==> config.mk <==
export PLATFORM = sky130hd
export DESIGN_NAME = radio_calib_status_regs
export DESIGN_NICKNAME = d
export VERILOG_FILES = /design/src/radio_regs_pkg.sv /design/src/radio_wb_slave.sv /design/src/radio_lqi_estimator.sv /design/src/radio_calib_status_regs.sv
export SDC_FILE = /design/constraint.sdc
export NUM_CORES = 1
export LEC_CHECK = 0
export BUFFER_PORTS_ARGS = -buffer_cell sky130_fd_sc_hd__buf_2
export CORE_ASPECT_RATIO = 1.1
export CORE_UTILIZATION = 38
export CTS_BUF_LIST = sky130_fd_sc_hd__clkbuf_8 sky130_fd_sc_hd__clkbuf_16
export CTS_CLUSTER_DIAMETER = 30
export DETAILED_ROUTE_END_ITERATION = 10
export PLACE_DENSITY = 0.74
export RECOVER_POWER = 50
export SLEW_MARGIN = 5
export SYNTH_ARGS = -nofsm -noshare
export SYNTH_HDL_FRONTEND = slang
export SYNTH_SLANG_ARGS = --single-unit
==> constraint.sdc <==
create_clock -name ref_clk_in -period 2.4 [get_ports ref_clk_in]
set_input_delay 0.12 -clock ref_clk_in [delete_from_list [all_inputs] [get_ports ref_clk_in]]
set_output_delay 0.12 -clock ref_clk_in [all_outputs]
set_load 0.005 [all_outputs]
==> src/radio_regs_pkg.sv <==
// shared constants and carrier types for the radio calibration and status register bank
package radio_regs_pkg;

   // ---------------------------------------------------------------
   // register indices (byte address is four times the index)
   // ---------------------------------------------------------------
   localparam logic [15:0] IDX_COARSE_TUNE_CAL         = 16'hDF1E;
   localparam logic [15:0] IDX_SYNTH_CAL_CONTROL       = 16'hDF1F;
   localparam logic [15:0] IDX_TEST_SETTING_C          = 16'hDF23;
   localparam logic [15:0] IDX_TEST_SETTING_B          = 16'hDF24;
   localparam logic [15:0] IDX_TEST_SETTING_A          = 16'hDF25;
   localparam logic [15:0] IDX_AMP_POWER_LEVEL         = 16'hDF2E;
   localparam logic [15:0] IDX_CHIP_ID_HIGH            = 16'hDF36;
   localparam logic [15:0] IDX_CHIP_ID_LOW             = 16'hDF37;
   localparam logic [15:0] IDX_CARRIER_OFFSET_ESTIMATE = 16'hDF38;
   localparam logic [15:0] IDX_LINK_QUALITY_STATUS     = 16'hDF39;

   // ---------------------------------------------------------------
   // reset values and field layout
   // ---------------------------------------------------------------
   localparam logic [7:0] RST_COARSE_TUNE_CAL   = 8'h20;
   localparam logic [7:0] RST_SYNTH_CAL_CONTROL = 8'h0D;
   localparam logic [7:0] RST_TEST_SETTING_C    = 8'h88;
   localparam logic [7:0] RST_TEST_SETTING_B    = 8'h11;
   localparam logic [7:0] RST_TEST_SETTING_A    = 8'h0B;
   localparam logic [7:0] RST_AMP_POWER_LEVEL   = 8'h00;
   localparam logic [7:0] RST_OFFSET_ESTIMATE   = 8'h00;
   localparam logic [6:0] RST_LINK_QUALITY      = 7'h00;
   localparam logic [7:0] MASK_COARSE_TUNE      = 8'h3F;
   localparam logic [7:0] MASK_SYNTH_CAL        = 8'h7F;
   localparam int         OSC_SELECT_CAL_BIT    = 1;
   localparam int         CRC_MATCH_BIT         = 7;
   localparam int         OFFSET_FRAC_BITS      = 14;
   localparam int         LQI_SYMBOLS           = 64;
   localparam int         LQI_ERR_W             = 4;
   localparam int         WB_ADDR_W             = 18;
   localparam int         WB_DATA_W             = 32;

   // ---------------------------------------------------------------
   // carriers
   // ---------------------------------------------------------------
   typedef struct packed {
      logic        wr;
      logic [15:0] idx;
      logic [7:0]  wdata;
   } reg_req_t;

   typedef struct packed {
      logic [5:0] coarse_tune_value;
      logic [6:0] synth_cal_control;
      logic [7:0] test_setting_c;
      logic [7:0] test_setting_b;
      logic [7:0] test_setting_a;
      logic [7:0] amp_power_level;
   } radio_config_t;

   typedef struct packed {
      logic       rx_enter;
      logic       crc_done;
      logic       crc_match;
      logic       offset_valid;
      logic [7:0] offset_estimate_value;
   } demod_event_t;

endpackage

==> src/radio_wb_slave.sv <==
// classic wishbone slave front end for the radio register bank
`timescale 1ns/10ps
module radio_wb_slave #(
   parameter int ADDR_W = 18
) (
   input  wire logic                      ref_clk_in,
   input  wire logic                      reset_n_in,
   input  wire logic                      wb_cyc_in,
   input  wire logic                      wb_stb_in,
   input  wire logic                      wb_we_in,
   input  wire logic [ADDR_W-1:0]         wb_adr_in,
   input  wire logic [31:0]               wb_dat_in,
   input  wire logic [3:0]                wb_sel_in,
   output logic      [31:0]               wb_dat_out,
   output logic                           wb_ack_out,
   output radio_regs_pkg::reg_req_t       req_out,
   input  wire logic [7:0]                rdata_in
);

   // refused at elaboration: the index field sits in bits 17:2
   if (ADDR_W < 18) begin
      $error("address too narrow for the register indices");
   end

   logic        ack;
   logic [31:0] dat;
   logic        next_ack;
   logic [31:0] next_dat;
   logic        take;

   // one wait state: request taken while ack is low, answered next cycle
   assign take = wb_cyc_in & wb_stb_in & ~ack;

   always_comb begin
      req_out.wr    = take & wb_we_in & wb_sel_in[0];
      req_out.idx   = wb_adr_in[17:2];
      req_out.wdata = wb_dat_in[7:0];
      next_ack      = take;
      next_dat      = dat;
      if (take) begin
         next_dat = {24'h000000, rdata_in};
      end
   end

   always_ff @(posedge ref_clk_in or negedge reset_n_in) begin
      if (!reset_n_in) begin
         ack <= 1'b0;
         dat <= 32'h00000000;
      end else begin
         ack <= next_ack;
         dat <= next_dat;
      end
   end

   assign wb_ack_out = ack;
   assign wb_dat_out = dat;

endmodule

==> src/radio_lqi_estimator.sv <==
// link quality estimate accumulated over the symbols after sync
`timescale 1ns/10ps
module radio_lqi_estimator #(
   parameter int SYMBOLS = 64,
   parameter int ERR_W   = 4
) (
   input  wire logic             ref_clk_in,
   input  wire logic             reset_n_in,
   input  wire logic             sync_found_in,
   input  wire logic             symbol_valid_in,
   input  wire logic [ERR_W-1:0] symbol_error_in,
   output logic      [6:0]       link_quality_value_out,
   output logic                  estimate_done_out
);

   localparam int CNT_W = $clog2(SYMBOLS);
   localparam int SUM_W = ERR_W + CNT_W;

   // refused at elaboration: the count wraps and the estimate needs seven sum bits
   if (SYMBOLS < 2 || (SYMBOLS & (SYMBOLS - 1)) != 0 || SUM_W < 7) begin
      $error("symbol count must be a power of two and sum at least 7 bits");
   end

   typedef enum logic [0:0] {
      LQI_IDLE    = 1'b0,
      LQI_MEASURE = 1'b1
   } lqi_state_t;

   lqi_state_t       state;
   lqi_state_t       next_state;
   logic [CNT_W-1:0] count;
   logic [CNT_W-1:0] next_count;
   logic [SUM_W-1:0] sum;
   logic [SUM_W-1:0] next_sum;
   logic [6:0]       lqi;
   logic [6:0]       next_lqi;
   logic             done;
   logic             next_done;

   always_comb begin
      next_state = state;
      next_count = count;
      next_sum   = sum;
      next_lqi   = lqi;
      next_done  = 1'b0;
      case (state)
         LQI_IDLE: begin
            if (sync_found_in) begin
               next_state = LQI_MEASURE;
               next_count = '0;
               next_sum   = '0;
            end
         end
         LQI_MEASURE: begin
            if (sync_found_in) begin
               next_count = '0;
               next_sum   = '0;
            end else if (symbol_valid_in) begin
               next_sum   = sum + SUM_W'(symbol_error_in);
               next_count = count + 1'b1;
               if (count == CNT_W'(SYMBOLS - 1)) begin
                  // higher value means harder to demodulate
                  next_lqi   = next_sum[SUM_W-1 -: 7];
                  next_done  = 1'b1;
                  next_state = LQI_IDLE;
               end
            end
         end
         default: next_state = LQI_IDLE;
      endcase
   end

   always_ff @(posedge ref_clk_in or negedge reset_n_in) begin
      if (!reset_n_in) begin
         state <= LQI_IDLE;
         count <= '0;
         sum   <= '0;
         lqi   <= 7'h00;
         done  <= 1'b0;
      end else begin
         state <= next_state;
         count <= next_count;
         sum   <= next_sum;
         lqi   <= next_lqi;
         done  <= next_done;
      end
   end

   assign link_quality_value_out = lqi;
   assign estimate_done_out      = done;

endmodule

==> src/radio_calib_status_regs.sv <==
// radio calibration, test setting, power and demodulator status register bank
`timescale 1ns/10ps
module radio_calib_status_regs #(
   // arbitrary identification values, not tied to any part
   parameter logic [7:0] PART_ID = 8'h5A,
   parameter logic [7:0] REV_ID  = 8'h01,
   parameter int         SYMBOLS = radio_regs_pkg::LQI_SYMBOLS
) (
   input  wire logic                               ref_clk_in,
   input  wire logic                               reset_n_in,
   // wishbone slave
   input  wire logic                               wb_cyc_in,
   input  wire logic                               wb_stb_in,
   input  wire logic                               wb_we_in,
   input  wire logic [radio_regs_pkg::WB_ADDR_W-1:0] wb_adr_in,
   input  wire logic [radio_regs_pkg::WB_DATA_W-1:0] wb_dat_in,
   input  wire logic [3:0]                         wb_sel_in,
   output logic      [radio_regs_pkg::WB_DATA_W-1:0] wb_dat_out,
   output logic                                    wb_ack_out,
   // power manager
   input  wire logic                               deep_sleep_wake_in,
   // calibration engine
   input  wire logic                               cal_result_valid_in,
   input  wire logic [5:0]                         cal_coarse_tune_in,
   input  wire logic                               osc_select_stage_req_in,
   output logic                                    osc_select_stage_run_out,
   output logic                                    osc_select_cal_enable_out,
   // demodulator and packet engine
   input  wire radio_regs_pkg::demod_event_t       demod_event_in,
   input  wire logic                               crc_check_enable_in,
   input  wire logic                               legacy_packet_compat_enable_in,
   input  wire logic                               sync_found_in,
   input  wire logic                               symbol_valid_in,
   input  wire logic [radio_regs_pkg::LQI_ERR_W-1:0] symbol_error_in,
   output logic                                    crc_match_valid_out,
   // settings to the analog and radio core
   output radio_regs_pkg::radio_config_t           radio_config_out
);

   // ---------------------------------------------------------------
   // bus front end
   // ---------------------------------------------------------------
   radio_regs_pkg::reg_req_t req;
   logic [7:0]               rdata;

   radio_wb_slave #(
      .ADDR_W (radio_regs_pkg::WB_ADDR_W)
   ) u_wb (
      .ref_clk_in (ref_clk_in),
      .reset_n_in (reset_n_in),
      .wb_cyc_in  (wb_cyc_in),
      .wb_stb_in  (wb_stb_in),
      .wb_we_in   (wb_we_in),
      .wb_adr_in  (wb_adr_in),
      .wb_dat_in  (wb_dat_in),
      .wb_sel_in  (wb_sel_in),
      .wb_dat_out (wb_dat_out),
      .wb_ack_out (wb_ack_out),
      .req_out    (req),
      .rdata_in   (rdata)
   );

   // ---------------------------------------------------------------
   // link quality estimator
   // ---------------------------------------------------------------
   logic [6:0] lqi_value;
   logic       lqi_done;

   radio_lqi_estimator #(
      .SYMBOLS (SYMBOLS),
      .ERR_W   (radio_regs_pkg::LQI_ERR_W)
   ) u_lqi (
      .ref_clk_in             (ref_clk_in),
      .reset_n_in             (reset_n_in),
      .sync_found_in          (sync_found_in),
      .symbol_valid_in        (symbol_valid_in),
      .symbol_error_in        (symbol_error_in),
      .link_quality_value_out (lqi_value),
      .estimate_done_out      (lqi_done)
   );

   // ---------------------------------------------------------------
   // write decode
   // ---------------------------------------------------------------
   logic wr_coarse;
   logic wr_synth;
   logic wr_test_c;
   logic wr_test_b;
   logic wr_test_a;
   logic wr_power;

   // read-only indices have no strobe, so writes there fall away
   always_comb begin
      wr_coarse = 1'b0;
      wr_synth  = 1'b0;
      wr_test_c = 1'b0;
      wr_test_b = 1'b0;
      wr_test_a = 1'b0;
      wr_power  = 1'b0;
      if (!req.wr) begin
         wr_coarse = 1'b0;
      end else if (req.idx == radio_regs_pkg::IDX_COARSE_TUNE_CAL) begin
         wr_coarse = 1'b1;
      end else if (req.idx == radio_regs_pkg::IDX_SYNTH_CAL_CONTROL) begin
         wr_synth = 1'b1;
      end else if (req.idx == radio_regs_pkg::IDX_TEST_SETTING_C) begin
         wr_test_c = 1'b1;
      end else if (req.idx == radio_regs_pkg::IDX_TEST_SETTING_B) begin
         wr_test_b = 1'b1;
      end else if (req.idx == radio_regs_pkg::IDX_TEST_SETTING_A) begin
         wr_test_a = 1'b1;
      end else if (req.idx == radio_regs_pkg::IDX_AMP_POWER_LEVEL) begin
         wr_power = 1'b1;
      end
   end

   // ---------------------------------------------------------------
   // configuration registers
   // ---------------------------------------------------------------
   logic [7:0] coarse_tune_cal;
   logic [7:0] synth_cal_control;
   logic [7:0] test_setting_c;
   logic [7:0] test_setting_b;
   logic [7:0] test_setting_a;
   logic [7:0] amp_power_level;
   logic [7:0] next_coarse_tune_cal;
   logic [7:0] next_synth_cal_control;
   logic [7:0] next_test_setting_c;
   logic [7:0] next_test_setting_b;
   logic [7:0] next_test_setting_a;
   logic [7:0] next_amp_power_level;

   always_comb begin
      next_coarse_tune_cal   = coarse_tune_cal;
      next_synth_cal_control = synth_cal_control;
      next_test_setting_c    = test_setting_c;
      next_test_setting_b    = test_setting_b;
      next_test_setting_a    = test_setting_a;
      next_amp_power_level   = amp_power_level;
      // wake restore beats a fresh result, which beats a software write
      if (deep_sleep_wake_in) begin
         next_coarse_tune_cal = radio_regs_pkg::RST_COARSE_TUNE_CAL;
      end else if (cal_result_valid_in) begin
         next_coarse_tune_cal = {2'b00, cal_coarse_tune_in};
      end else if (wr_coarse) begin
         // saved per-channel value written back before a hop
         next_coarse_tune_cal = req.wdata & radio_regs_pkg::MASK_COARSE_TUNE;
      end
      if (wr_synth) begin
         next_synth_cal_control = req.wdata & radio_regs_pkg::MASK_SYNTH_CAL;
      end
      if (wr_test_c) begin
         next_test_setting_c = req.wdata;
      end
      if (wr_test_b) begin
         next_test_setting_b = req.wdata;
      end
      if (wr_test_a) begin
         next_test_setting_a = req.wdata;
      end
      if (wr_power) begin
         next_amp_power_level = req.wdata;
      end
   end

   always_ff @(posedge ref_clk_in or negedge reset_n_in) begin
      if (!reset_n_in) begin
         coarse_tune_cal   <= radio_regs_pkg::RST_COARSE_TUNE_CAL;
         synth_cal_control <= radio_regs_pkg::RST_SYNTH_CAL_CONTROL;
         test_setting_c    <= radio_regs_pkg::RST_TEST_SETTING_C;
         test_setting_b    <= radio_regs_pkg::RST_TEST_SETTING_B;
         test_setting_a    <= radio_regs_pkg::RST_TEST_SETTING_A;
         amp_power_level   <= radio_regs_pkg::RST_AMP_POWER_LEVEL;
      end else begin
         coarse_tune_cal   <= next_coarse_tune_cal;
         synth_cal_control <= next_synth_cal_control;
         test_setting_c    <= next_test_setting_c;
         test_setting_b    <= next_test_setting_b;
         test_setting_a    <= next_test_setting_a;
         amp_power_level   <= next_amp_power_level;
      end
   end

   // ---------------------------------------------------------------
   // demodulator status
   // ---------------------------------------------------------------
   logic [7:0] offset_estimate;
   logic [6:0] link_quality;
   logic       crc_match;
   logic [7:0] next_offset_estimate;
   logic [6:0] next_link_quality;
   logic       next_crc_match;
   logic       crc_flag;

   always_comb begin
      next_offset_estimate = offset_estimate;
      next_link_quality    = link_quality;
      next_crc_match       = crc_match;
      if (demod_event_in.offset_valid) begin
         // signed, one step is the reference frequency over 2^14
         next_offset_estimate = demod_event_in.offset_estimate_value;
      end
      if (lqi_done) begin
         next_link_quality = lqi_value;
      end
      // a comparison landing with an rx restart still counts
      if (demod_event_in.crc_done) begin
         next_crc_match = demod_event_in.crc_match;
      end else if (demod_event_in.rx_enter) begin
         next_crc_match = 1'b0;
      end
   end

   always_ff @(posedge ref_clk_in or negedge reset_n_in) begin
      if (!reset_n_in) begin
         offset_estimate <= radio_regs_pkg::RST_OFFSET_ESTIMATE;
         link_quality    <= radio_regs_pkg::RST_LINK_QUALITY;
         crc_match       <= 1'b0;
      end else begin
         offset_estimate <= next_offset_estimate;
         link_quality    <= next_link_quality;
         crc_match       <= next_crc_match;
      end
   end

   // checking disabled reads as a match regardless of history
   assign crc_flag = crc_match | ~crc_check_enable_in;
   // the flag only carries meaning in legacy packet mode
   assign crc_match_valid_out = legacy_packet_compat_enable_in;

   // ---------------------------------------------------------------
   // read mux
   // ---------------------------------------------------------------
   // unmapped indices read zero by default, unused bits read zero through the masks
   always_comb begin
      rdata = 8'h00;
      if (req.idx == radio_regs_pkg::IDX_COARSE_TUNE_CAL) begin
         rdata = coarse_tune_cal & radio_regs_pkg::MASK_COARSE_TUNE;
      end else if (req.idx == radio_regs_pkg::IDX_SYNTH_CAL_CONTROL) begin
         rdata = synth_cal_control & radio_regs_pkg::MASK_SYNTH_CAL;
      end else if (req.idx == radio_regs_pkg::IDX_TEST_SETTING_C) begin
         rdata = test_setting_c;
      end else if (req.idx == radio_regs_pkg::IDX_TEST_SETTING_B) begin
         rdata = test_setting_b;
      end else if (req.idx == radio_regs_pkg::IDX_TEST_SETTING_A) begin
         rdata = test_setting_a;
      end else if (req.idx == radio_regs_pkg::IDX_AMP_POWER_LEVEL) begin
         rdata = amp_power_level;
      end else if (req.idx == radio_regs_pkg::IDX_CHIP_ID_HIGH) begin
         rdata = PART_ID;
      end else if (req.idx == radio_regs_pkg::IDX_CHIP_ID_LOW) begin
         rdata = REV_ID;
      end else if (req.idx == radio_regs_pkg::IDX_CARRIER_OFFSET_ESTIMATE) begin
         rdata = offset_estimate;
      end else if (req.idx == radio_regs_pkg::IDX_LINK_QUALITY_STATUS) begin
         rdata = {crc_flag, link_quality};
      end
   end

   // ---------------------------------------------------------------
   // outputs to the radio core
   // ---------------------------------------------------------------
   assign osc_select_cal_enable_out =
      test_setting_a[radio_regs_pkg::OSC_SELECT_CAL_BIT];
   // stage request from the calibrator is gated by the enable bit
   assign osc_select_stage_run_out =
      osc_select_stage_req_in & osc_select_cal_enable_out;

   always_comb begin
      radio_config_out.coarse_tune_value = coarse_tune_cal[5:0];
      radio_config_out.synth_cal_control = synth_cal_control[6:0];
      radio_config_out.test_setting_c    = test_setting_c;
      radio_config_out.test_setting_b    = test_setting_b;
      radio_config_out.test_setting_a    = test_setting_a;
      radio_config_out.amp_power_level   = amp_power_level;
   end

endmodule

### After elaboration in Yosys (flattened, before gate mapping)

Cells that the tools add are included.

* register bits: 95
* input bits: 88
* output and inout port bits: 81
* word-level logic and storage cells: 104

* add/sub/neg operators: 2
* eq/ne operators: 13
* muxes and demuxes: 59
* bitwise logic cells: 10
* reduce and logical (&&, ||, !) cells: 4

Operator list (count)
* 16-bit equality test, second input constant: 10
* 8-bit two-way mux: 10
* 1-bit two-way mux: 37
* 6-bit two-way mux: 6
* 10-bit two-way mux: 3
* 10-bit case mux with 2 select lines: 1
* 6-bit case mux with 2 select lines: 1
* 10-bit by 4-bit adder with 10-bit output: 1
* 6-bit by 1-bit adder with 6-bit output, second input constant: 1
* 6-bit equality test, second input constant: 1
* 1-bit AND: 5
* 1-bit NOT: 4
* 4-bit AND reduction: 1
* 3-bit inequality test, second input constant: 1
* 3-bit nonzero test: 1
* 2-bit inequality test, second input constant: 1
* 1-bit case mux with 2 select lines: 1
* 2-bit AND reduction: 1
* 2-bit nonzero test: 1
* 1-bit OR: 1

### Logic depth before layout (Yosys ltp)

Gate-level depths: netlist of run 1.

* depth after elaboration: 12
* depth in mapped cells: 8
* depth with buffers taken out: 8

### Cells and area by module

A second synthesis of run 1 with hierarchy kept.

* cell total of the unflattened synthesis: 505
* area total of the unflattened synthesis: 5499.0 um2

By module, submodules not included
* radio_calib_status_regs: times used 1, cells each 287, area each 3314.4 um2, sequential area each 1540.2 um2
* radio_lqi_estimator: times used 1, cells each 147, area each 1432.6 um2, sequential area each 625.6 um2
* radio_wb_slave: times used 1, cells each 71, area each 752.0 um2, sequential area each 225.2 um2

### Worst setup path before layout of run 1

No wires, ideal clock.

* path type: register -> register
* start: register u_lqi.sum[0]
* end: register u_lqi.lqi[5], in the netlist u_lqi.link_quality_value_out[5]
* library setup time: 135 ps
* arrival: 1854 ps
* required time: 2265 ps
* path slack: 410 ps
* stages on the path, launching flop included: 9
* buffers on the path: 0
* period minus slack after synthesis: 1990 ps
* cell sequence: dfrtp_1 > ha_1 > fa_1 > a21o_1 > a21oi_1 > nand3b_1 > nor2_1 > xnor2_1 > o21ai_0

* longest elaborated chain between the ends: 1

Ends and longest elaborated chain
* from (decl): line radio_lqi_estimator.sv:33 `logic [SUM_W-1:0] sum;`
* from (signal assigned): line radio_lqi_estimator.sv:83 `sum <= next_sum;`
* 10-bit by 4-bit adder with 10-bit output: line radio_lqi_estimator.sv:59 `next_sum = sum + SUM_W'(symbol_error_in);`
* to (signal assigned): line radio_lqi_estimator.sv:84 `lqi <= next_lqi;`
* to (decl): line radio_lqi_estimator.sv:35 `logic [6:0] lqi;`

No other way between the ends.
A chain may end at the register's enable or synchronous reset.

### Worst setup path in the final report of run 1

Ends and elaborated chain as after synthesis.

==> results of run 1 <==
## power by group through the flow
stage / Sequential [mW] / Combinational, mW / Clock [mW]
after floorplan: 1.69 / 0.213 / 0
after global placement: 1.70 / 0.326 / 0
after detailed placement: 1.70 / 0.337 / 0
after CTS: 1.67 / 0.343 / 1.43
after global routing: 1.67 / 0.380 / 1.50
final: 1.67 / 0.337 / 1.40
## cell usage in the layout (no fill, tap or decap), drive strengths merged, types with 5 or more instances in the layout
cell,instances
a21oi,30
and3,5
buf,94
clkbuf,36
conb,24
dfrtp,84
dfstp,11
ha,5
inv,10
mux2,55
mux2i,18
nand2,43
nand3,12
nand3b,5
nand4,13
nor2,28
nor2b,8
nor3,6
nor4,5
o21ai,24
or3,5
xnor2,5
xor2,12
## state kept, by name (all words and copies together), names as in the netlist, 6 cells and up
name                          cells
u_lqi.count                       6
link_quality                      7
test_setting_b                    8
u_wb.wb_dat_out                   8
u_lqi.sum                        10
synth_cal_control                 7
test_setting_a                    8
amp_power_level                   8
u_lqi.link_quality_value_out      7
test_setting_c                    8
offset_estimate                   8
coarse_tune_cal                   6
## stage by stage
stage / instance area (um2) / instances / power (mW) / setup slack, ps
global placement: 5770 / 736 / 2.02 / 348
floorplan: 5220 / 500 / 1.90 / 410
CTS: 6090 / 755 / 3.44 / 252
finish: 6040 / 755 / 3.41 / 246
detailed placement: 5770 / 736 / 2.04 / 277
global route: 6040 / 755 / 3.55 / 118
## worst register-to-register path: stages, from the launching register on
cell	delay [ps]
dfrtp_1	390
ha_1	220
fa_1	440
a21o_1	200
a21oi_1	210
nand3b_1	230
nor2_1	90
xnor2_1	120
o21ai_0	160
## per-layer routing
layer	track usage, %	up-vias	wire, um
li1	-	1881	-
met1	22.0	1946	5250
met2	32.4	150	6200
met3	3.02	28	591
met4	10.2	0	382
met5	0	-	0
## path summary, 6_finish.rpt
path                                                              from                                           to  slack, ps  depth (start not counted)
setup / recovery                              u_lqi.sum[0]$_DFFE_PN0P_  u_lqi.link_quality_value_out[5]$_DFFE_PN0P_        250                          8
hold / removal                                      deep_sleep_wake_in               coarse_tune_cal[3]$_DFFE_PN0P_          9                          2
setup reg to reg                              u_lqi.sum[0]$_DFFE_PN0P_  u_lqi.link_quality_value_out[5]$_DFFE_PN0P_        250                          8
hold reg to reg            u_lqi.link_quality_value_out[2]$_DFFE_PN0P_  u_lqi.link_quality_value_out[2]$_DFFE_PN0P_        480                          2
max in group asynchronous                                   reset_n_in                   u_lqi.count[5]$_DFFE_PN0P_        530                          3
min in group asynchronous                                   reset_n_in               coarse_tune_cal[3]$_DFFE_PN0P_        510                          2
## cells by family after synthesis
logic type / count (synthesis)
mux: 73
compound gates: 81
other cells: 1
xor+xnor: 17
fa+ha+maj: 6
buf+inv: 52
flops: 95
simple gates: 152
## repair_timing
action | CTS | global route
gates resized for setup | 0 | 0
endpoints found under the hold margin | 39 | 0
hold buffers | 3 | 0
## cell type report
class | instances | area share (%)
inverters | 6 | 0.373
repair buffers | 124 | 10.3
clock buffers | 9 | 3.73
multi-input cells | 353 | 41.7
well taps | 161 | 3.34
clock inverters | 7 | 1.06
flip-flops and latches | 95 | 39.6
==> reports/qor.csv, run 1 <==
stage,metric,value,unit
run_status,status,completed,
timing,period utilization,89.7,%
detailed_routing,WL/cell,16.5,um
synthesis,XOR/XNOR share of the synthesized area,2.90,%
setup_path,CP bufs+invs,0,
placed_design,DPL Wire Length,9330,um
timing,Slew HR,26.5,%
setup_path,crit-path cells,ha_1 -> fa_1 -> a21o_1 -> a21oi_1 -> nand3b_1 -> nor2_1 -> xnor2_1 -> o21ai_0,
setup_path,Worst EP required,2660,ps
detailed_routing,DRT iter0 DRCs,289,
floorplan,Die Ht,124,um
setup_path,Worst Path Arrival,2420,ps
final_layout,Nets,683,
clocking,CTS tree,done,
clocking,Sinks on Clock Net,95,
detailed_routing,total iterations of the first detailed-routing run,4,
floorplan,Die Footprint,0.0140,mm2
clocking,"Reg clk slew, reported paths",80,ps
floorplan,Die Span X,113,um
synthesis,Ys Warns,0,
detailed_routing,post-route ant nets,0,
synthesis,Post-synth top flop,dfrtp_1,
power_and_ir_drop,internal power,2.50,mW
detailed_routing,via count,4005,
power_and_ir_drop,sw power,0.904,mW
final_layout,area occupied by multi-input gates,0.00252,mm2
synthesis,sequential share of the synthesized area,46.6,%
detailed_routing,Residual DRC,0,
synthesis,post-synthesis cell type count,65,
clocking,Longest Clk Path Bufs,2,
timing,Pins Over Slew Limit,0,
power_and_ir_drop,Combinational Power Share,9.9,%
power_and_ir_drop,PwrDens,564,mW/mm2
synthesis,number of enable flip-flop cells after synthesis,0,
power_and_ir_drop,Sw Share,26.5,%
timing,clock skew,11.4,ps
power_and_ir_drop,Seq pwr share,49.0,%
synthesis,Mapped Cells,477,
grt,Tot GR Track Use,18.6,%
synthesis,most frequent cell after synthesis,dfrtp_1,
floorplan,Ports,169,
clocking,H-tree depth,3,
synthesis,Synth top area share,41.0,%
synthesis,Syn Std Cell Area,0.00513,mm2
final_layout,Register Area,0.00239,mm2
synthesis,Avg Inst Size Synth,10.8,um2
synthesis,adder-cell share of the synthesized area,1.61,%
floorplan,Starting Density,38.8,%
timing,min Tclk post-route,2150,ps
clocking,TritonCTS Buffers,9,
power_and_ir_drop,Clock power frac,41.1,%
synthesis,Yosys top cell by area,dfrtp_1,
clocking,clk_lat worst skew,360,ps
timing,Max Fclk,464,MHz
synthesis,Synth Area in Compound Gates,9.36,%
grt,initial antenna violation count,0,
power_and_ir_drop,Leak,2.92,nW
final_layout,"Core Util, Final",45.7,%
floorplan,core footprint,0.0132,mm2
clocking,Root Buffer,clkbuf_16,
placed_design,global placement routability congestion,0.887,
grt,total gr overflow,0,
timing,Fin Hold WS,8.97,ps
synthesis,Synth top cells by count,"dfrtp_1 (84), mux2_2 (55), nand2_1 (42)",
timing,actual slew at the worst max-slew pin,1100,ps
setup_path,Critical-path top delay cell,fa_1,
final_layout,n_diodes,0,
timing,RSZ-0062 raised after global routing,no,
floorplan,FP Rows,44,
final_layout,Filler cells,1239,
final_layout,share of cells above drive strength 1,32.8,%
setup_path,"delay-heaviest family, CP",adder cells,
detailed_routing,Via density,5.30,
setup_path,Critical Path Sink Type,flip-flop,
placed_design,Port Buf Inserts,113,
synthesis,fraction of registers with async set/reset,100,%
setup_path,Setup CP Type,flip-flop to flip-flop,
synthesis,Synth Register Bits,95,
timing,# setup viols final,0,
setup_path,startpoint types,flip-flop,
min_path,worst hold path type,input pin to flip-flop,
synthesis,mux share of post-synthesis cell area,15.6,%
timing,setup_tns,0,ps
clocking,setup bufs post-CTS,0,
power_and_ir_drop,worst vdd rail ir drop,0.000292,V
grt,vias in the first global route,3903,
synthesis,Post-Synth Simple-Gate Area,17.8,%
detailed_routing,WL final,12400,um
final_layout,synth-to-layout area growth,17.7,%
job,max-cap viol count,0,
setup_path,Critical Path Max Stage Delay,440,ps
timing,final hold viol count,0,
grt,largest net degree at the start of global routing,53,
synthesis,largest family of logic cells by synthesized area,simple AND/OR/NAND/NOR gates,
setup_path,crit-path max FO,5,
synthesis,Area contributors post-synth,"dfrtp_1 (41%), mux2_2 (12%), dfstp_2 (5.6%), buf_4 (4.0%), mux2i_1 (3.5%)",
grt,first-pass GRT wire length,19800,um
Power figures use the tool's default switching activity.
==> run 2: changes to the inputs <==
--- a/config.mk
+++ b/config.mk
@@ -12,7 +12,6 @@
 export CTS_CLUSTER_DIAMETER = 30
 export DETAILED_ROUTE_END_ITERATION = 10
 export PLACE_DENSITY = 0.74
-export RECOVER_POWER = 50
 export SLEW_MARGIN = 5
 export SYNTH_ARGS = -nofsm -noshare
 export SYNTH_HDL_FRONTEND = slang
==> constraint.sdc (replaced) <==
create_clock -name ref_clk_in -period 2.4 [get_ports ref_clk_in]
set_input_delay 0.12 -clock ref_clk_in [delete_from_list [all_inputs] [get_ports ref_clk_in]]
set_output_delay 0.12 -clock ref_clk_in [all_outputs]
set_load 0.01 [all_outputs]
==> reports/qor.csv, run 2 (synthesis gave the netlist of run 1 again) <==
stage,metric,value,unit,change
floorplan,Die Footprint,0.0140,mm2,unchanged
detailed_routing,via count,4021,,"was 4,005"
floorplan,Die Ht,124,um,unchanged
final_layout,Largest Register,u_lqi.sum,,unchanged
timing,Slew HR,56.9,%,was 26.5%
grt,vias in the first global route,3903,,unchanged
run_status,status,completed,,unchanged
floorplan,FP Rows,44,,unchanged
power_and_ir_drop,worst vdd rail ir drop,0.000291,V,was 0.000292 V
final_layout,"Core Util, Final",46.1,%,was 45.7%
setup_path,Worst Path Arrival,2420,ps,about the same
timing,actual slew at the worst max-slew pin,641,ps,was 1100 ps
timing,period utilization,89.8,%,was 89.7%
timing,setup_tns,0,ps,unchanged
timing,# setup viols final,0,,unchanged
clocking,setup bufs post-CTS,0,,unchanged
job,max-cap viol count,0,,unchanged
power_and_ir_drop,Power Total,3.43,mW,was 3.41 mW
placed_design,dpl cells,736,,unchanged
clocking,"Reg clk slew, reported paths",80,ps,about the same
floorplan,Ports,169,,unchanged
final_layout,Filler cells,1217,,"was 1,239"
detailed_routing,Via density,5.33,,was 5.30
final_layout,Nets,683,,unchanged
clocking,Sinks on Clock Net,95,,unchanged
final_layout,max reg flops,10,,unchanged
floorplan,core footprint,0.0132,mm2,unchanged
detailed_routing,DRT iter0 DRCs,284,,was 289
placed_design,global placement routability congestion,0.887,,unchanged
setup_path,startpoint types,flip-flop,,unchanged
clocking,Root Buffer,clkbuf_16,,unchanged
final_layout,n_diodes,0,,unchanged
timing,clock skew,11.1,ps,was 11.4 ps
setup_path,Critical Path Sink Type,flip-flop,,unchanged
power_and_ir_drop,PwrDens,564,mW/mm2,about the same
detailed_routing,post-route ant nets,0,,unchanged
clocking,Longest Clk Path Bufs,2,,unchanged
placed_design,DPL Wire Length,9330,um,unchanged
clocking,clk_lat worst skew,360,ps,about the same
placed_design,Port Buf Inserts,113,,unchanged
setup_path,crit-path max FO,5,,unchanged
detailed_routing,WL final,12400,um,unchanged
timing,min Tclk post-route,2150,ps,about the same
timing,RSZ-0062 raised after global routing,no,,unchanged
timing,Max Fclk,464,MHz,about the same
grt,initial antenna violation count,0,,unchanged
min_path,worst hold path type,input pin to flip-flop,,unchanged
timing,final hold viol count,0,,unchanged
grt,first-pass GRT wire length,19800,um,unchanged
detailed_routing,WL/cell,16.5,um,unchanged
grt,Tot GR Track Use,18.6,%,unchanged
floorplan,Starting Density,38.8,%,unchanged
timing,Pins Over Slew Limit,0,,unchanged
detailed_routing,total iterations of the first detailed-routing run,4,,unchanged
detailed_routing,Residual DRC,0,,unchanged
clocking,CTS tree,done,,unchanged
final_layout,share of cells above drive strength 1,37.0,%,was 32.8%
final_layout,"most common cell after layout, fill and taps aside",buf_2,,unchanged
floorplan,Die Span X,113,um,unchanged
power_and_ir_drop,Leak,3.04,nW,was 2.92 nW
final_layout,Post-Layout Cell Count,755,,unchanged
setup_path,Setup CP Type,flip-flop to flip-flop,,unchanged
clocking,TritonCTS Buffers,9,,unchanged
grt,total gr overflow,0,,unchanged
grt,largest net degree at the start of global routing,53,,unchanged
setup_path,Worst EP required,2660,ps,about the same
clocking,H-tree depth,3,,unchanged
final_layout,most frequent cells in the layout,"buf_2 (112), dfrtp_1 (84), mux2_2 (55), nand2_1 (42), a21oi_1 (30)",,"was buf_2 (89), dfrtp_1 (84), mux2_2 (55), nand2_1 (42), a21oi_1 (30)"
final_layout,synth-to-layout area growth,18.7,%,was 17.7%
[run 2: through the flow]
step	setup WS, ps	hold WS (ps)	area (um2)
after floorplan	410	-176	5220
after global placement	348	143	5770
after detailed placement	277	153	5770
after CTS	252	4.28	6090
after global routing	118	11.7	6090
final	245	7.84	6090
[run 2: what timing repair did]
action	CTS	global route
resized for setup	0	0
endpoints found under the hold margin	39	0
hold buffers	3	0
[run 2: where the power goes]
part           internal [mW]  switching [mW]
Combinational          0.142           0.215
Clock                  0.725           0.682
Sequential              1.64          0.0287
Total                   2.51           0.925
[run 2: area by class of cell]
cell class              instances  area (um2)  share of cell area [%]
inverters                       6        22.5                   0.370
repair buffers                124         671                    11.0
clock buffers                   9         225                    3.70
flip-flops and latches         95        2390                    39.3
multi-input cells             353        2520                    41.3
well taps                     161         201                    3.31
clock inverters                 7        63.8                    1.05
[run 2: routing by layer]
layer | track usage, % | vias to the layer above | wire, um | share of wire (%)
met2 | 32.4 | 130 | 6260 | 50
li1 | - | 1878 | - | -
met5 | 0 | - | 0 | 0
met3 | 3.02 | 24 | 589 | 4.7
met4 | 10.2 | 0 | 372 | 3.0
met1 | 22.0 | 1989 | 5200 | 42
[run 2: path summary, 6_finish.rpt]
path / from / to / slack [ps] / cells past startpoint
max reg2reg: u_lqi.sum[0]$_DFFE_PN0P_ / u_lqi.link_quality_value_out[5]$_DFFE_PN0P_ / 250 / 8
min: deep_sleep_wake_in / coarse_tune_cal[3]$_DFFE_PN0P_ / 8 / 2
max: u_lqi.sum[0]$_DFFE_PN0P_ / u_lqi.link_quality_value_out[5]$_DFFE_PN0P_ / 250 / 8
min in group asynchronous: reset_n_in / coarse_tune_cal[1]$_DFFE_PN0P_ / 310 / 2
min reg2reg: u_lqi.link_quality_value_out[2]$_DFFE_PN0P_ / u_lqi.link_quality_value_out[2]$_DFFE_PN0P_ / 480 / 2
max in group asynchronous: reset_n_in / test_setting_a[1]$_DFFE_PN1P_ / 1360 / 3
[run 2: worst max-delay path: stages, from the launching register on]
cell and delay, ps:
dfrtp_1 390, ha_1 220, fa_1 440, a21o_1 200
a21oi_1 210, nand3b_1 230, nor2_1 90, xnor2_1 120
o21ai_0 160
==> run 3: changes to the inputs <==
--- a/config.mk
+++ b/config.mk
@@ -11,7 +11,7 @@
 export CTS_BUF_LIST = sky130_fd_sc_hd__clkbuf_8 sky130_fd_sc_hd__clkbuf_16
 export CTS_CLUSTER_DIAMETER = 30
 export DETAILED_ROUTE_END_ITERATION = 10
-export PLACE_DENSITY = 0.74
+export PLACE_DENSITY = 0.76
 export SLEW_MARGIN = 5
 export SYNTH_ARGS = -nofsm -noshare
 export SYNTH_HDL_FRONTEND = slang
==> constraint.sdc (replaced) <==
create_clock -name ref_clk_in -period 1.98 [get_ports ref_clk_in]
set_input_delay 0.099 -clock ref_clk_in [delete_from_list [all_inputs] [get_ports ref_clk_in]]
set_output_delay 0.099 -clock ref_clk_in [all_outputs]
set_load 0.01 [all_outputs]
==> reports/qor.csv, run 3 (synthesis gave the netlist of run 1 again) <==
stage,metric,value,unit,change
run_status,status,completed,,unchanged
min_path,end of the worst hold path,offset_estimate[6]$_DFFE_PN0P_,,was coarse_tune_cal[3]$_DFFE_PN0P_
setup_path,startpoint types,flip-flop,,unchanged
floorplan,Die Ht,124,um,unchanged
timing,RSZ-0062 raised after global routing,yes,,was no
setup_path,"delay-heaviest family, CP",adder cells,,unchanged
clocking,Sinks on Clock Net,95,,unchanged
floorplan,core footprint,0.0132,mm2,unchanged
setup_path,Critical-path top delay cell,dfrtp_1,,was fa_1
timing,Pins Over Slew Limit,0,,unchanged
detailed_routing,Via density,5.17,,was 5.33
timing,period utilization,96.6,%,was 89.8%
detailed_routing,DRT iter0 DRCs,285,,was 284
clocking,"Reg clk slew, reported paths",80,ps,about the same
power_and_ir_drop,Clock power frac,42.5,%,was 41.0%
detailed_routing,WL/cell,16.2,um,was 16.5 um
final_layout,Largest Register,u_lqi.sum,,unchanged
final_layout,most frequent cells in the layout,"buf_2 (112), dfrtp_1 (84), mux2_2 (55), nand2_1 (42), a21oi_1 (29)",,"was buf_2 (112), dfrtp_1 (84), mux2_2 (55), nand2_1 (42), a21oi_1 (30)"
timing,setup_tns,0,ps,unchanged
floorplan,Starting Density,38.8,%,unchanged
timing,min Tclk post-route,1910,ps,was 2150 ps
final_layout,max reg flops,10,,unchanged
placed_design,global placement routability congestion,0.890,,was 0.887
detailed_routing,post-route ant nets,0,,unchanged
min_path,worst hold path type,input pin to flip-flop,,unchanged
final_layout,Nets,704,,was 683
grt,vias in the first global route,3932,,"was 3,903"
power_and_ir_drop,Combinational Power Share,10.6,%,was 10.4%
power_and_ir_drop,internal power,3.20,mW,was 2.51 mW
clocking,H-tree depth,3,,unchanged
final_layout,n_diodes,0,,unchanged
setup_path,CP bufs+invs,0,,unchanged
timing,Max Fclk,523,MHz,was 464 MHz
detailed_routing,WL final,12500,um,"was 12,400 um"
grt,initial antenna violation count,0,,unchanged
floorplan,Die Footprint,0.0140,mm2,unchanged
setup_path,"reg-to-reg slack, setup",70,ps,was 250 ps
power_and_ir_drop,Sw Share,25.9,%,was 27.0%
setup_path,Worst EP required,2200,ps,was 2660 ps
setup_path,Critical R2R Launch,u_lqi.sum[0]$_DFFE_PN0P_,,unchanged
min_path,min-delay src,demod_event_in[6],,was deep_sleep_wake_in
setup_path,Critical Path Max Stage Delay,410,ps,was 440 ps
final_layout,share of cells above drive strength 1,39.0,%,was 37.0%
final_layout,synth-to-layout area growth,23.1,%,was 18.7%
clocking,clk_lat worst skew,340,ps,was 360 ps
setup_path,r2r endpoint,u_lqi.sum[8]$_DFFE_PN0P_,,was u_lqi.link_quality_value_out[5]$_DFFE_PN0P_
clocking,Longest Clk Path Bufs,2,,unchanged
grt,total gr overflow,0,,unchanged
grt,largest net degree at the start of global routing,37,,was 53
timing,final hold viol count,0,,unchanged
power_and_ir_drop,worst vdd rail ir drop,0.000339,V,was 0.000291 V
job,max-cap viol count,0,,unchanged
timing,# setup viols final,0,,unchanged
detailed_routing,via count,4011,,"was 4,021"
setup_path,Setup CP Type,flip-flop to flip-flop,,unchanged
power_and_ir_drop,Leak,3.15,nW,was 3.04 nW
setup_path,r2r worst-path depth,8,,unchanged
detailed_routing,Residual DRC,0,,unchanged
setup_path,crit-path max FO,5,,unchanged
setup_path,crit-path cells,ha_4 -> fa_2 -> a21o_1 -> a21oi_2 -> nand3b_1 -> nor3_2 -> xnor2_1 -> nor2_1,,was ha_1 -> fa_1 -> a21o_1 -> a21oi_1 -> nand3b_1 -> nor2_1 -> xnor2_1 -> o21ai_0
placed_design,Port Buf Inserts,113,,unchanged
floorplan,Die Span X,113,um,unchanged
power_and_ir_drop,sw power,1.12,mW,was 0.925 mW
power_and_ir_drop,Seq pwr share,46.9,%,was 48.6%
floorplan,FP Rows,44,,unchanged
grt,first-pass GRT wire length,20300,um,"was 19,800 um"
power_and_ir_drop,Power Total,4.31,mW,was 3.43 mW
min_path,hold depth,2,,unchanged
power_and_ir_drop,PwrDens,683,mW/mm2,was 564 mW/mm2
grt,Tot GR Track Use,18.8,%,was 18.6%
final_layout,"most common cell after layout, fill and taps aside",buf_2,,unchanged
setup_path,Worst Path Arrival,2130,ps,was 2420 ps
floorplan,Ports,169,,unchanged
clocking,Root Buffer,clkbuf_16,,unchanged
clocking,CTS tree,done,,unchanged
setup_path,Critical Path Sink Type,flip-flop,,unchanged
placed_design,DPL Wire Length,9620,um,was 9330 um
clocking,TritonCTS Buffers,9,,unchanged
timing,clock skew,10.4,ps,was 11.1 ps
detailed_routing,total iterations of the first detailed-routing run,4,,unchanged
run 3: final cells by class:
type / count / area, um2
fillers: 1226 / 6900
multi-input cells: 353 / 2550
flip-flops and latches: 95 / 2390
repair buffers: 145 / 833
clock buffers: 9 / 225
well taps: 161 / 201
clock inverters: 7 / 96.3
inverters: 6 / 22.5
run 3: through the flow:
| stage | utilization, % | hold slack [ps] | instance area [um2] | worst slack, ps | cells |
|---|---|---|---|---|---|
| after floorplan | - | -197 | 5220 | 43.8 | 500 |
| after global placement | 44.4 | 78.8 | 5860 | -10.1 | 749 |
| after detailed placement | 44.4 | 85.2 | 5860 | -38.8 | 749 |
| after CTS | 47.6 | 21.2 | 6280 | 9.10 | 775 |
| after global routing | 47.8 | 30.6 | 6320 | -47.9 | 776 |
| final | 47.8 | 33.6 | 6320 | 68.2 | 776 |
run 3: layer usage:
metal	part of all wire, %	vias to the layer above	GRT usage, %
met2	51	123	33.0
met3	4.6	12	3.36
met1	43	1955	23.7
met4	1.4	0	6.00
li1	-	1921	-
met5	0	-	0
run 3: power by group through the flow:
stage | logic [mW] | clock network, mW | registers [mW]
after floorplan | 0.272 | 0 | 2.06
after global placement | 0.419 | 0 | 2.06
after detailed placement | 0.431 | 0 | 2.06
after CTS | 0.451 | 1.89 | 2.02
after global routing | 0.509 | 1.98 | 2.03
final | 0.456 | 1.84 | 2.02
run 3: worst max path at each step:
stage / slack, ps / from / cells after the start / to
detailed placement: -40 / u_lqi.sum[0]$_DFFE_PN0P_ / 8 / u_lqi.link_quality_value_out[5]$_DFFE_PN0P_
global placement: -10 / u_lqi.sum[0]$_DFFE_PN0P_ / 8 / u_lqi.link_quality_value_out[5]$_DFFE_PN0P_
global route: -50 / u_lqi.sum[0]$_DFFE_PN0P_ / 8 / u_lqi.sum[8]$_DFFE_PN0P_
floorplan: 40 / u_lqi.sum[0]$_DFFE_PN0P_ / 8 / u_lqi.link_quality_value_out[5]$_DFFE_PN0P_
finish: 70 / u_lqi.sum[0]$_DFFE_PN0P_ / 8 / u_lqi.sum[8]$_DFFE_PN0P_
CTS: 9 / u_lqi.sum[0]$_DFFE_PN0P_ / 8 / u_lqi.link_quality_value_out[5]$_DFFE_PN0P_
run 3: worst reg2reg max path: cells and delay by family (launching register included):
family,cells,cell delay (ps)
AND/OR/NAND/NOR,3,360
AO/OA/AOI/OAI,2,300
flip-flops,1,410
adder cells (fa/ha/maj),2,570
XOR/XNOR,1,150
run 3: timing repair:
action / CTS / global route
hold buffers: 10 / 0
endpoints found under the hold margin: 44 / 0
resized for setup: 1 / 7
buffers inserted: 0 / 1
pin swaps: 0 / 6
endpoints found under the setup margin: 3 / 6
